## src/design/rfn_pkg.sv

```systemverilog
package rfn_pkg;
  // ----------------------------------------
  // link word and latch selection
  // ----------------------------------------
  localparam int         WORD_W        = 24;
  localparam logic [1:0] SEL_RF_N      = 2'h3;
  localparam logic [1:0] SEL_IF_N      = 2'h1;
  // ----------------------------------------
  // rf feedback divider word fields
  // ----------------------------------------
  localparam int RF_CLEAR_BIT   = 23;
  localparam int RF_SLEEP_BIT   = 22;
  localparam int PRESC_BIT      = 21;
  localparam int COARSE_LSB     = 10;
  localparam int BCNT_LSB       = 8;
  localparam int ACNT_LSB       = 6;
  localparam int FRAC_LSB       = 2;
  // ----------------------------------------
  // if divider word fields
  // ----------------------------------------
  localparam int IF_CLEAR_BIT   = 23;
  localparam int IF_SLEEP_BIT   = 22;
  localparam int TIMING_BIT     = 21;
  localparam int IF_PROG_LSB    = 5;
  localparam int IF_SWALLOW_LSB = 2;
  // ----------------------------------------
  // divide limits
  // ----------------------------------------
  localparam logic [15:0] BASE_LOW      = 16'h0008;
  localparam logic [15:0] BASE_HIGH     = 16'h0010;
  localparam logic [10:0] MIN_COARSE    = 11'h003;
  localparam logic [10:0] COARSE_MARGIN = 11'h002;
  localparam logic [11:0] IF_PROG_MIN   = 12'h003;
  localparam logic [3:0]  FRAC_MAX_M15  = 4'he;
  // ----------------------------------------
  // timing
  // ----------------------------------------
  localparam int         CLK_PERIOD_NS = 100;
  localparam logic [7:0] LOCK_ENTER_NS = 8'h0f;
  localparam logic [7:0] LOCK_EXIT_NS  = 8'h1e;
  localparam logic [2:0] LOCK_CYCLES   = 3'h5;
  localparam int         LINK_HALF_NS  = 400;
  localparam int         LINK_HALF_CYC = (LINK_HALF_NS + CLK_PERIOD_NS - 1) / CLK_PERIOD_NS;
  // ----------------------------------------
  // host command registers
  // ----------------------------------------
  localparam logic [1:0] REG_WORD     = 2'h0;
  localparam logic [1:0] REG_CTRL     = 2'h1;
  localparam logic [1:0] REG_STATUS   = 2'h2;
  localparam int         CTRL_GO_BIT  = 0;
  localparam int         ST_BUSY_BIT  = 0;
  localparam int         ST_REFUSE_BIT = 1;

  // total divide value of an rf word: base * coarse + 4 * b + a
  function automatic logic [15:0] rf_total(input logic [23:0] w);
    logic [15:0] base;
    base = w[PRESC_BIT] ? BASE_HIGH : BASE_LOW;
    return 16'(base * {5'h00, w[COARSE_LSB +: 11]}) + {12'h000, w[BCNT_LSB +: 2], 2'h0}
           + {14'h0000, w[ACNT_LSB +: 2]};
  endfunction

  // coarse at least 3 and at least max(a, b) + 2
  function automatic logic rf_legal(input logic [23:0] w);
    logic [10:0] big;
    big = (w[BCNT_LSB +: 2] > w[ACNT_LSB +: 2]) ? {9'h000, w[BCNT_LSB +: 2]}
                                                 : {9'h000, w[ACNT_LSB +: 2]};
    return (w[COARSE_LSB +: 11] >= MIN_COARSE) && (w[COARSE_LSB +: 11] >= big + COARSE_MARGIN);
  endfunction
endpackage

```

## src/design/rfn_link_if.sv

```systemverilog
`timescale 1ns/1ps
interface rfn_link_if;
  logic sclk;
  logic sdata;
  logic load_en;
  modport host (output sclk, output sdata, output load_en);
  modport dev  (input sclk, input sdata, input load_en);
endinterface

```

## src/design/rfn_sync.sv

```systemverilog
`timescale 1ns/1ps
module rfn_sync #(
  parameter int W = 3
) (
  input  wire logic         clock,
  input  wire logic         arst_n,
  input  wire logic         ce,
  input  wire logic [W-1:0] din,
  output logic      [W-1:0] dout
);
  typedef struct packed {
    logic [W-1:0] q1;
    logic [W-1:0] q2;
    logic [W-1:0] q3;
    logic [W-1:0] out;
  } rfn_sync_s;

  rfn_sync_s st_reg;
  rfn_sync_s st_next;

  // three stages; output moves once stages two and three agree
  always_comb begin
    st_next    = st_reg;
    st_next.q1 = din;
    st_next.q2 = st_reg.q1;
    st_next.q3 = st_reg.q2;
    for (int i = 0; i < W; i++) begin
      if (st_reg.q2[i] == st_reg.q3[i]) begin
        st_next.out[i] = st_reg.q3[i];
      end
    end
  end

  always_ff @(posedge clock or negedge arst_n) begin
    if (!arst_n) begin
      st_reg <= '0;
    end else if (ce) begin
      st_reg <= st_next;
    end
  end

  assign dout = st_reg.out;
endmodule

```

## src/design/rfn_device.sv

```systemverilog
// Contract
// - host keeps if program count 3..4095
// - control bits 11 load rf word
// - rf word fields at documented bit positions
// - host keeps coarse >= max(a,b)+2
// - total divide = base*coarse + 4b + a
// - counter clear holds n and r counters
// - n and r restart together after hold
// - prescaler select picks base 8 or 16
// - low set spans 40 to 16383
// - high set spans 80 to 32767
// - fraction 15 illegal under modulus 15
// - sleep stops counters, floats inputs, pump
// - reference input floats when both sleep
// - shifting and latching work while asleep
// - if word bit 21 selects sleep timing
// - host writes timing before sleep bit
// - synchronous sleep waits for pump pulse end
// - asynchronous sleep takes effect at once
// - msb first, sampled on rising clock
// - lock after 5 cycles under 15 ns
// - locked window widens to 30 ns
// - lock forced low while asleep
// - control bits 01 load if word
//
// The implementer's own choices: strobed register access and the address map.
`timescale 1ns/1ps
module rfn_device (
  input  wire logic        clock,
  input  wire logic        arst_n,
  input  wire logic        ce,
  rfn_link_if.dev          link,
  input  wire logic        frac_mod15,
  input  wire logic        rf_cp_pulse,
  input  wire logic        if_cp_pulse,
  input  wire logic        ref_tick,
  input  wire logic [7:0]  phase_err_ns,
  output logic      [10:0] rf_coarse_count,
  output logic      [1:0]  rf_b_count,
  output logic      [1:0]  rf_a_count,
  output logic      [3:0]  fraction_numerator,
  output logic             prescaler_modulus_select,
  output logic      [15:0] rf_total_divide_field,
  output logic             rf_divide_legal,
  output logic             fraction_legal,
  output logic      [11:0] if_program_count,
  output logic      [2:0]  if_swallow_count,
  output logic             sleep_timing_select,
  output logic             rf_loop_sleep,
  output logic             if_loop_sleep,
  output logic             rf_counter_hold,
  output logic             if_counter_hold,
  output logic             rf_counter_restart,
  output logic             if_counter_restart,
  output logic             reference_oscillator_input_hiz,
  output logic             monitor_lock_output
);
  // ----------------------------------------
  // state
  // ----------------------------------------
  typedef struct packed {
    logic [23:0] shift;
    logic [23:0] rf_word;
    logic        if_clear;
    logic        if_sleep_req;
    logic        timing;
    logic [11:0] if_prog;
    logic [2:0]  if_swallow;
    logic        sclk_q;
    logic        le_q;
    logic        rf_sleep;
    logic        if_sleep;
    logic        rf_hold;
    logic        if_hold;
    logic        rf_restart;
    logic        if_restart;
    logic        osc_hiz;
    logic [2:0]  good_cnt;
    logic        lock;
    logic [15:0] total;
    logic        legal;
    logic        frac_ok;
  } rfn_dev_s;

  rfn_dev_s   st_reg;
  rfn_dev_s   st_next;
  logic [2:0] pins;

  // ----------------------------------------
  // pin synchronisers
  // ----------------------------------------
  rfn_sync #(.W(3)) u_sync (
    .clock  (clock),
    .arst_n (arst_n),
    .ce     (ce),
    .din    ({link.sclk, link.sdata, link.load_en}),
    .dout   (pins)
  );

  // ----------------------------------------
  // next state
  // ----------------------------------------
  always_comb begin
    logic sclk_s;
    logic data_s;
    logic le_s;
    logic rf_req;
    sclk_s = pins[2];
    data_s = pins[1];
    le_s   = pins[0];
    rf_req = 1'b0;

    st_next        = st_reg;
    st_next.sclk_q = sclk_s;
    st_next.le_q   = le_s;

    // shifter runs regardless of sleep state
    if (sclk_s && !st_reg.sclk_q) begin
      st_next.shift = {st_reg.shift[22:0], data_s}; // msb enters first
    end

    // latch transfer on the load strobe rising edge only
    if (le_s && !st_reg.le_q) begin
      if (st_reg.shift[1:0] == rfn_pkg::SEL_RF_N) begin
        st_next.rf_word = st_reg.shift;
      end else if (st_reg.shift[1:0] == rfn_pkg::SEL_IF_N) begin
        st_next.if_clear     = st_reg.shift[rfn_pkg::IF_CLEAR_BIT];
        st_next.if_sleep_req = st_reg.shift[rfn_pkg::IF_SLEEP_BIT];
        st_next.timing       = st_reg.shift[rfn_pkg::TIMING_BIT];
        st_next.if_prog      = st_reg.shift[rfn_pkg::IF_PROG_LSB +: 12];
        st_next.if_swallow   = st_reg.shift[rfn_pkg::IF_SWALLOW_LSB +: 3];
      end
    end

    // derived divide value and legality from the latched word
    st_next.total   = rfn_pkg::rf_total(st_reg.rf_word);
    st_next.legal   = rfn_pkg::rf_legal(st_reg.rf_word);
    st_next.frac_ok = !frac_mod15 ||
                      (st_reg.rf_word[rfn_pkg::FRAC_LSB +: 4] <= rfn_pkg::FRAC_MAX_M15);

    // sleep entry: synchronous waits for a quiet pump, asynchronous is immediate
    rf_req = st_reg.rf_word[rfn_pkg::RF_SLEEP_BIT];
    if (!rf_req) begin
      st_next.rf_sleep = 1'b0;
    end else if (!st_reg.timing || !rf_cp_pulse) begin
      st_next.rf_sleep = 1'b1;
    end
    if (!st_reg.if_sleep_req) begin
      st_next.if_sleep = 1'b0;
    end else if (!st_reg.timing || !if_cp_pulse) begin
      st_next.if_sleep = 1'b1;
    end
    st_next.osc_hiz = st_reg.rf_sleep && st_reg.if_sleep;

    // counters held by clear or sleep; one restart pulse to n and r together
    st_next.rf_hold    = st_reg.rf_word[rfn_pkg::RF_CLEAR_BIT] || st_reg.rf_sleep;
    st_next.if_hold    = st_reg.if_clear || st_reg.if_sleep;
    st_next.rf_restart = st_reg.rf_hold && !st_next.rf_hold;
    st_next.if_restart = st_reg.if_hold && !st_next.if_hold;

    // digital lock filter on each reference cycle
    if (st_reg.rf_sleep) begin
      st_next.lock     = 1'b0;
      st_next.good_cnt = 3'h0;
    end else if (ref_tick) begin
      if (st_reg.lock) begin
        if (phase_err_ns > rfn_pkg::LOCK_EXIT_NS) begin
          st_next.lock     = 1'b0;
          st_next.good_cnt = 3'h0;
        end
      end else if (phase_err_ns < rfn_pkg::LOCK_ENTER_NS) begin
        if (st_reg.good_cnt == rfn_pkg::LOCK_CYCLES - 3'h1) begin
          st_next.lock = 1'b1;
        end else begin
          st_next.good_cnt = st_reg.good_cnt + 3'h1;
        end
      end else begin
        st_next.good_cnt = 3'h0;
      end
    end
  end

  // ----------------------------------------
  // state register
  // ----------------------------------------
  always_ff @(posedge clock or negedge arst_n) begin
    if (!arst_n) begin
      st_reg <= '0;
    end else if (ce) begin
      st_reg <= st_next;
    end
  end

  // ----------------------------------------
  // outputs
  // ----------------------------------------
  assign rf_coarse_count                = st_reg.rf_word[rfn_pkg::COARSE_LSB +: 11];
  assign rf_b_count                     = st_reg.rf_word[rfn_pkg::BCNT_LSB +: 2];
  assign rf_a_count                     = st_reg.rf_word[rfn_pkg::ACNT_LSB +: 2];
  assign fraction_numerator             = st_reg.rf_word[rfn_pkg::FRAC_LSB +: 4];
  assign prescaler_modulus_select       = st_reg.rf_word[rfn_pkg::PRESC_BIT];
  assign rf_total_divide_field          = st_reg.total;
  assign rf_divide_legal                = st_reg.legal;
  assign fraction_legal                 = st_reg.frac_ok;
  assign if_program_count               = st_reg.if_prog;
  assign if_swallow_count               = st_reg.if_swallow;
  assign sleep_timing_select            = st_reg.timing;
  assign rf_loop_sleep                  = st_reg.rf_sleep;
  assign if_loop_sleep                  = st_reg.if_sleep;
  assign rf_counter_hold                = st_reg.rf_hold;
  assign if_counter_hold                = st_reg.if_hold;
  assign rf_counter_restart             = st_reg.rf_restart;
  assign if_counter_restart             = st_reg.if_restart;
  assign reference_oscillator_input_hiz = st_reg.osc_hiz;
  assign monitor_lock_output            = st_reg.lock;
endmodule

```

## src/flat_wrapper.sv

```systemverilog
// flat-port wrapper written by rule: the top's interface ports become plain ports
module rfn_device_flat 
  (clock, arst_n, ce, frac_mod15, rf_cp_pulse, if_cp_pulse, ref_tick, phase_err_ns, rf_coarse_count, rf_b_count, rf_a_count, fraction_numerator, prescaler_modulus_select, rf_total_divide_field, rf_divide_legal, fraction_legal, if_program_count, if_swallow_count, sleep_timing_select, rf_loop_sleep, if_loop_sleep, rf_counter_hold, if_counter_hold, rf_counter_restart, if_counter_restart, reference_oscillator_input_hiz, monitor_lock_output, link_sclk, link_sdata, link_load_en);
  rfn_link_if link_i ();
  input  wire logic clock;
  input  wire logic arst_n;
  input  wire logic ce;
  input  wire logic frac_mod15;
  input  wire logic rf_cp_pulse;
  input  wire logic if_cp_pulse;
  input  wire logic ref_tick;
  input  wire logic [7:0] phase_err_ns;
  output logic      [10:0] rf_coarse_count;
  output logic      [1:0] rf_b_count;
  output logic      [1:0] rf_a_count;
  output logic      [3:0] fraction_numerator;
  output logic prescaler_modulus_select;
  output logic      [15:0] rf_total_divide_field;
  output logic rf_divide_legal;
  output logic fraction_legal;
  output logic      [11:0] if_program_count;
  output logic      [2:0] if_swallow_count;
  output logic sleep_timing_select;
  output logic rf_loop_sleep;
  output logic if_loop_sleep;
  output logic rf_counter_hold;
  output logic if_counter_hold;
  output logic rf_counter_restart;
  output logic if_counter_restart;
  output logic reference_oscillator_input_hiz;
  output logic monitor_lock_output;
  input wire logic [$bits(link_i.sclk)-1:0] link_sclk;
  input wire logic [$bits(link_i.sdata)-1:0] link_sdata;
  input wire logic [$bits(link_i.load_en)-1:0] link_load_en;
  assign link_i.sclk = link_sclk;
  assign link_i.sdata = link_sdata;
  assign link_i.load_en = link_load_en;
  rfn_device u_core (.clock(clock), .arst_n(arst_n), .ce(ce), .link(link_i), .frac_mod15(frac_mod15), .rf_cp_pulse(rf_cp_pulse), .if_cp_pulse(if_cp_pulse), .ref_tick(ref_tick), .phase_err_ns(phase_err_ns), .rf_coarse_count(rf_coarse_count), .rf_b_count(rf_b_count), .rf_a_count(rf_a_count), .fraction_numerator(fraction_numerator), .prescaler_modulus_select(prescaler_modulus_select), .rf_total_divide_field(rf_total_divide_field), .rf_divide_legal(rf_divide_legal), .fraction_legal(fraction_legal), .if_program_count(if_program_count), .if_swallow_count(if_swallow_count), .sleep_timing_select(sleep_timing_select), .rf_loop_sleep(rf_loop_sleep), .if_loop_sleep(if_loop_sleep), .rf_counter_hold(rf_counter_hold), .if_counter_hold(if_counter_hold), .rf_counter_restart(rf_counter_restart), .if_counter_restart(if_counter_restart), .reference_oscillator_input_hiz(reference_oscillator_input_hiz), .monitor_lock_output(monitor_lock_output));
endmodule
```

## config.mk

```make
export PLATFORM = sky130hd
export DESIGN_NAME = rfn_device_flat
export DESIGN_NICKNAME = d
export VERILOG_FILES = /design/src/design/rfn_pkg.sv /design/src/design/rfn_link_if.sv /design/src/design/rfn_sync.sv /design/src/design/rfn_device.sv /design/src/flat_wrapper.sv
export SDC_FILE = /design/constraint.sdc
export NUM_CORES = 1
export LEC_CHECK = 0
export ABC_CLOCK_PERIOD_IN_PS = 9550
export BUFFER_PORTS_ARGS = -buffer_cell sky130_fd_sc_hd__buf_2
export CORE_MARGIN = 2
export CORE_UTILIZATION = 40
export DETAILED_ROUTE_END_ITERATION = 12
export GPL_ROUTABILITY_DRIVEN = 0
export PLACE_DENSITY = 0.56
export RECOVER_POWER = 100
export SETUP_SLACK_MARGIN = 0.4
export SLEW_MARGIN = 20
export SYNTH_ARGS = -nofsm -noshare
export SYNTH_HDL_FRONTEND = slang
export SYNTH_HIERARCHICAL = 1
export SYNTH_SLANG_ARGS = --single-unit
```

## constraint.sdc

```tcl
create_clock -name clock -period 9.55 [get_ports clock]
set_clock_uncertainty 0.05 [all_clocks]
set_input_delay 1.91 -clock clock [delete_from_list [all_inputs] [get_ports clock]]
set_output_delay 1.91 -clock clock [all_outputs]
set_load 0.05 [all_outputs]
```

==> metrics.cfg <==
[status]
status = finished, violations left
violations = capacitance limit, slew limit

[critical_path]
max_stage_delay_ns = 2.05
path_common_cell = clkbuf_1
reg2reg_slack_ns = 6.18
endpoint_kind = flip-flop
rr_startpoint = u_core/prescaler_modulus_select$_DFFE_PN0P_
cpMaxStageDelayCell = clkbuf_1
path_class = input port to flip-flop
critPathLaunchType = input port
worstPathRequired_ns = 9.73
path_max_fanout = 63
worst_r2r_endpoint = u_core/rf_total_divide_field[14]$_DFFE_PN0P_
crit_chain = buf_2 > clkbuf_1 > nand3b_1 > clkbuf_1 > mux2_2
crit_arrival_ns = 5.97
reg2reg_depth = 9

[logic_synthesis]
synthArstFlopShare_pct = 100
syn_avg_cell_area_sq_um = 12.2
yosys.area.top_type = dfrtp_1
synth_area_sq_um = 5630
synth_edf_count = 0
synth-main-ff-cell = dfrtp_1
synth_area_leaders = dfrtp_1 48%, mux2_2 18%, ha_1 8.9%
syn_inst = 461
yosys_warnings = 6
synthDistinctLibCells = 46
seq_area_frac_synth_pct = 47.6
synth_top_area_share_pct = 47.6
ys_ff_latch = 107

[global_routing]
grt_pass1_vias = 3336
use_met1_pct = 18.9
antenna_found_initial = 0
use_met3_pct = 2.14
grt_pass1_wl_um = 16400
gr-usage-met2_pct = 21.9
grt_max_degree = 64
grt_overflow = 0
busiest_layer = met2
globalRouteTotalUtil_pct = 14.0

[sta]
period_share_pct = 60.6
max_slew_margin_pct = -94.2
setup_ws_ns = 3.77
drv_slew = 117
whs_ns = 0.441
rsz0062_at_grt = false
tns_ns = 0
fmax_ghz = 0.173
setup_violations = 0
fin_crit_ns = 5.78
worst_slew_pin_slew_ns = 2.91
finalHoldViolations = 0

[routing]
drtAntennaViolNets = 0
vias = 3403
wl_per_cell_um = 14.8
drc = 0
drtIter0Drc = 150
firstDrtPassIters = 4
wl_um = 9980
via_per_inst = 5.03

[hold_path]
min_to = u_core/u_sync/st_next[7]$_DFFE_PN0P_
hold_path_depth = 1
hold_start = u_core/u_sync/st_next[7]$_DFFE_PN0P_
min_path_type = flip-flop to flip-flop

[final_layout]
fin_util_pct = 43.5
layout-drive-gt1-share_pct = 24.8
diodes = 0
fin_area_sq_um = 6010
syn_to_final_growth_pct = 6.83
finalNetCount = 550
largest_reg_flops = 33

[power_and_ir_drop]
peakVddDrop_mv = 0.0792
power_density_nw_per_um2 = 200
p_leak_nw = 2.92

[floorplan]
row_count = 43
dieArea_sq_um = 15000
fp.dieW_um = 123
fp.dieH_um = 123
initial_utilization_pct = 40.7
core_area_sq_um = 13800
io_pins = 80

[cts]
cts_buffers = 9
cts_max_path_buffers = 2
clk_pin_slew_ns = 0.07
clk_latency_ns = 0.34
clockRootBuffer = clkbuf_16
cts_tree = yes
ctsHtreeMaxLevel = 3
post_cts_buffers = 0
postCtsHoldBufs = 0
cts_resized = 0
numClockSinks = 107

[placement]
dpl-instance-area_sq_um = 5810
dpl.hpwl_um = 6820
dp_worst_setup_slack_ns = 5.27
portBuffers = 79

[flow_run]
maxCapViolCount = 2

[cell usage after synthesis (2+ instances only)]
| cell | number |
|---|---|
| a21boi_0 | 3 |
| or4_1 | 2 |
| o21a_1 | 2 |
| and2_1 | 4 |
| buf_1 | 2 |
| nand2b_1 | 4 |
| o2bb2ai_1 | 3 |
| nor2_1 | 16 |
| o21ai_0 | 15 |
| buf_4 | 53 |
| inv_1 | 17 |
| nand3_1 | 5 |
| xor2_1 | 2 |
| or3_1 | 2 |
| mux2_2 | 89 |
| nand4_1 | 4 |
| a21o_1 | 5 |
| nor2b_1 | 5 |
| a41oi_1 | 2 |
| nor3_1 | 2 |
| clkbuf_1 | 10 |
| a21oi_1 | 17 |
| buf_2 | 2 |
| nand3b_1 | 2 |
| dfrtp_1 | 107 |
| conb_1 | 2 |
| nand2_1 | 13 |
| a31oi_1 | 5 |
| a211oi_1 | 3 |
| xnor2_1 | 5 |
| mux2_4 | 4 |
| ha_1 | 40 |
[power breakdown]
| group | total [mW] | internal [mW] | switching, mW |
|---|---|---|---|
| clock | 0.385 | 0.214 | 0.171 |
| sequential | 0.562 | 0.513 | 0.0486 |
| combinational | 0.257 | 0.0863 | 0.171 |
[placed cells by master (no fill, tap or decap), drive strengths merged, types with 2 or more instances in the layout]
cell type / n
nor3: 2
a41oi: 2
o2bb2ai: 3
clkbuf: 78
xnor2: 5
a21o: 5
and2: 4
nand4: 4
dfrtp: 107
a21oi: 17
nand3: 5
nand3b: 2
nor2: 16
ha: 40
a21boi: 3
nand2: 13
a211oi: 3
a31oi: 5
mux2: 93
nand2b: 4
xor2: 2
nor2b: 5
or4: 3
or3: 2
inv: 19
o21ai: 15
buf: 17
conb: 7
o21a: 2
[how the worst max path moves through the flow]
stage                                                startpoint  slack [ns]  cells past startpoint                                            to
finish                                                       ce        3.77                      5                 u_core/st_reg[88]$_DFFE_PN0P_
global route                                                 ce        3.20                      5                 u_core/st_reg[88]$_DFFE_PN0P_
floorplan           u_core/prescaler_modulus_select$_DFFE_PN0P_        6.05                     12  u_core/rf_total_divide_field[14]$_DFFE_PN0P_
CTS                                                          ce        5.63                      4                 u_core/st_reg[88]$_DFFE_PN0P_
global placement                                             ce        5.32                      4                 u_core/st_reg[94]$_DFFE_PN0P_
detailed placement                                           ce        5.27                      4                 u_core/st_reg[88]$_DFFE_PN0P_
[worst max-delay path, delay by kind of cell]
family / cells / cell delay, ns
buffers and inverters: 3 / 2.60
AND/OR/NAND/NOR: 1 / 1.07
multiplexers: 1 / 0.36
[metrics by stage]
stage | power [mW] | std cells
finish | 1.20 | 676
global route | 1.27 | 676
CTS | 1.23 | 675
detailed placement | 0.840 | 659
global placement | 0.831 | 659
floorplan | 0.804 | 466
[logic make-up after synthesis]
group	synth area share (%)
multiplexers	18.9
AND/OR/NAND/NOR	6.14
buffers and inverters	9.74
other	0.133
AO/OA/AOI/OAI	7.20
adder cells (fa/ha/maj)	9.25
XOR/XNOR	1.09
flip-flops	47.6
[metal layers]
metal	vias up	share of wire, %	routed length, um
li1	1625	-	-
met1	1697	48	4750
met2	71	47	4660
met3	10	3.9	392
met4	0	1.8	184
met5	-	0	0
[area by class of cell]
cell class | instances | area (sq um)
fillers | 1329 | 7820
flip-flops and latches | 107 | 2680
multi-input cells | 273 | 2410
repair buffers | 83 | 335
clock buffers | 12 | 246
well taps | 180 | 225
inverters | 17 | 63.8
clock inverters | 4 | 57.6
No activity file was read; power rests on OpenSTA's default activity.
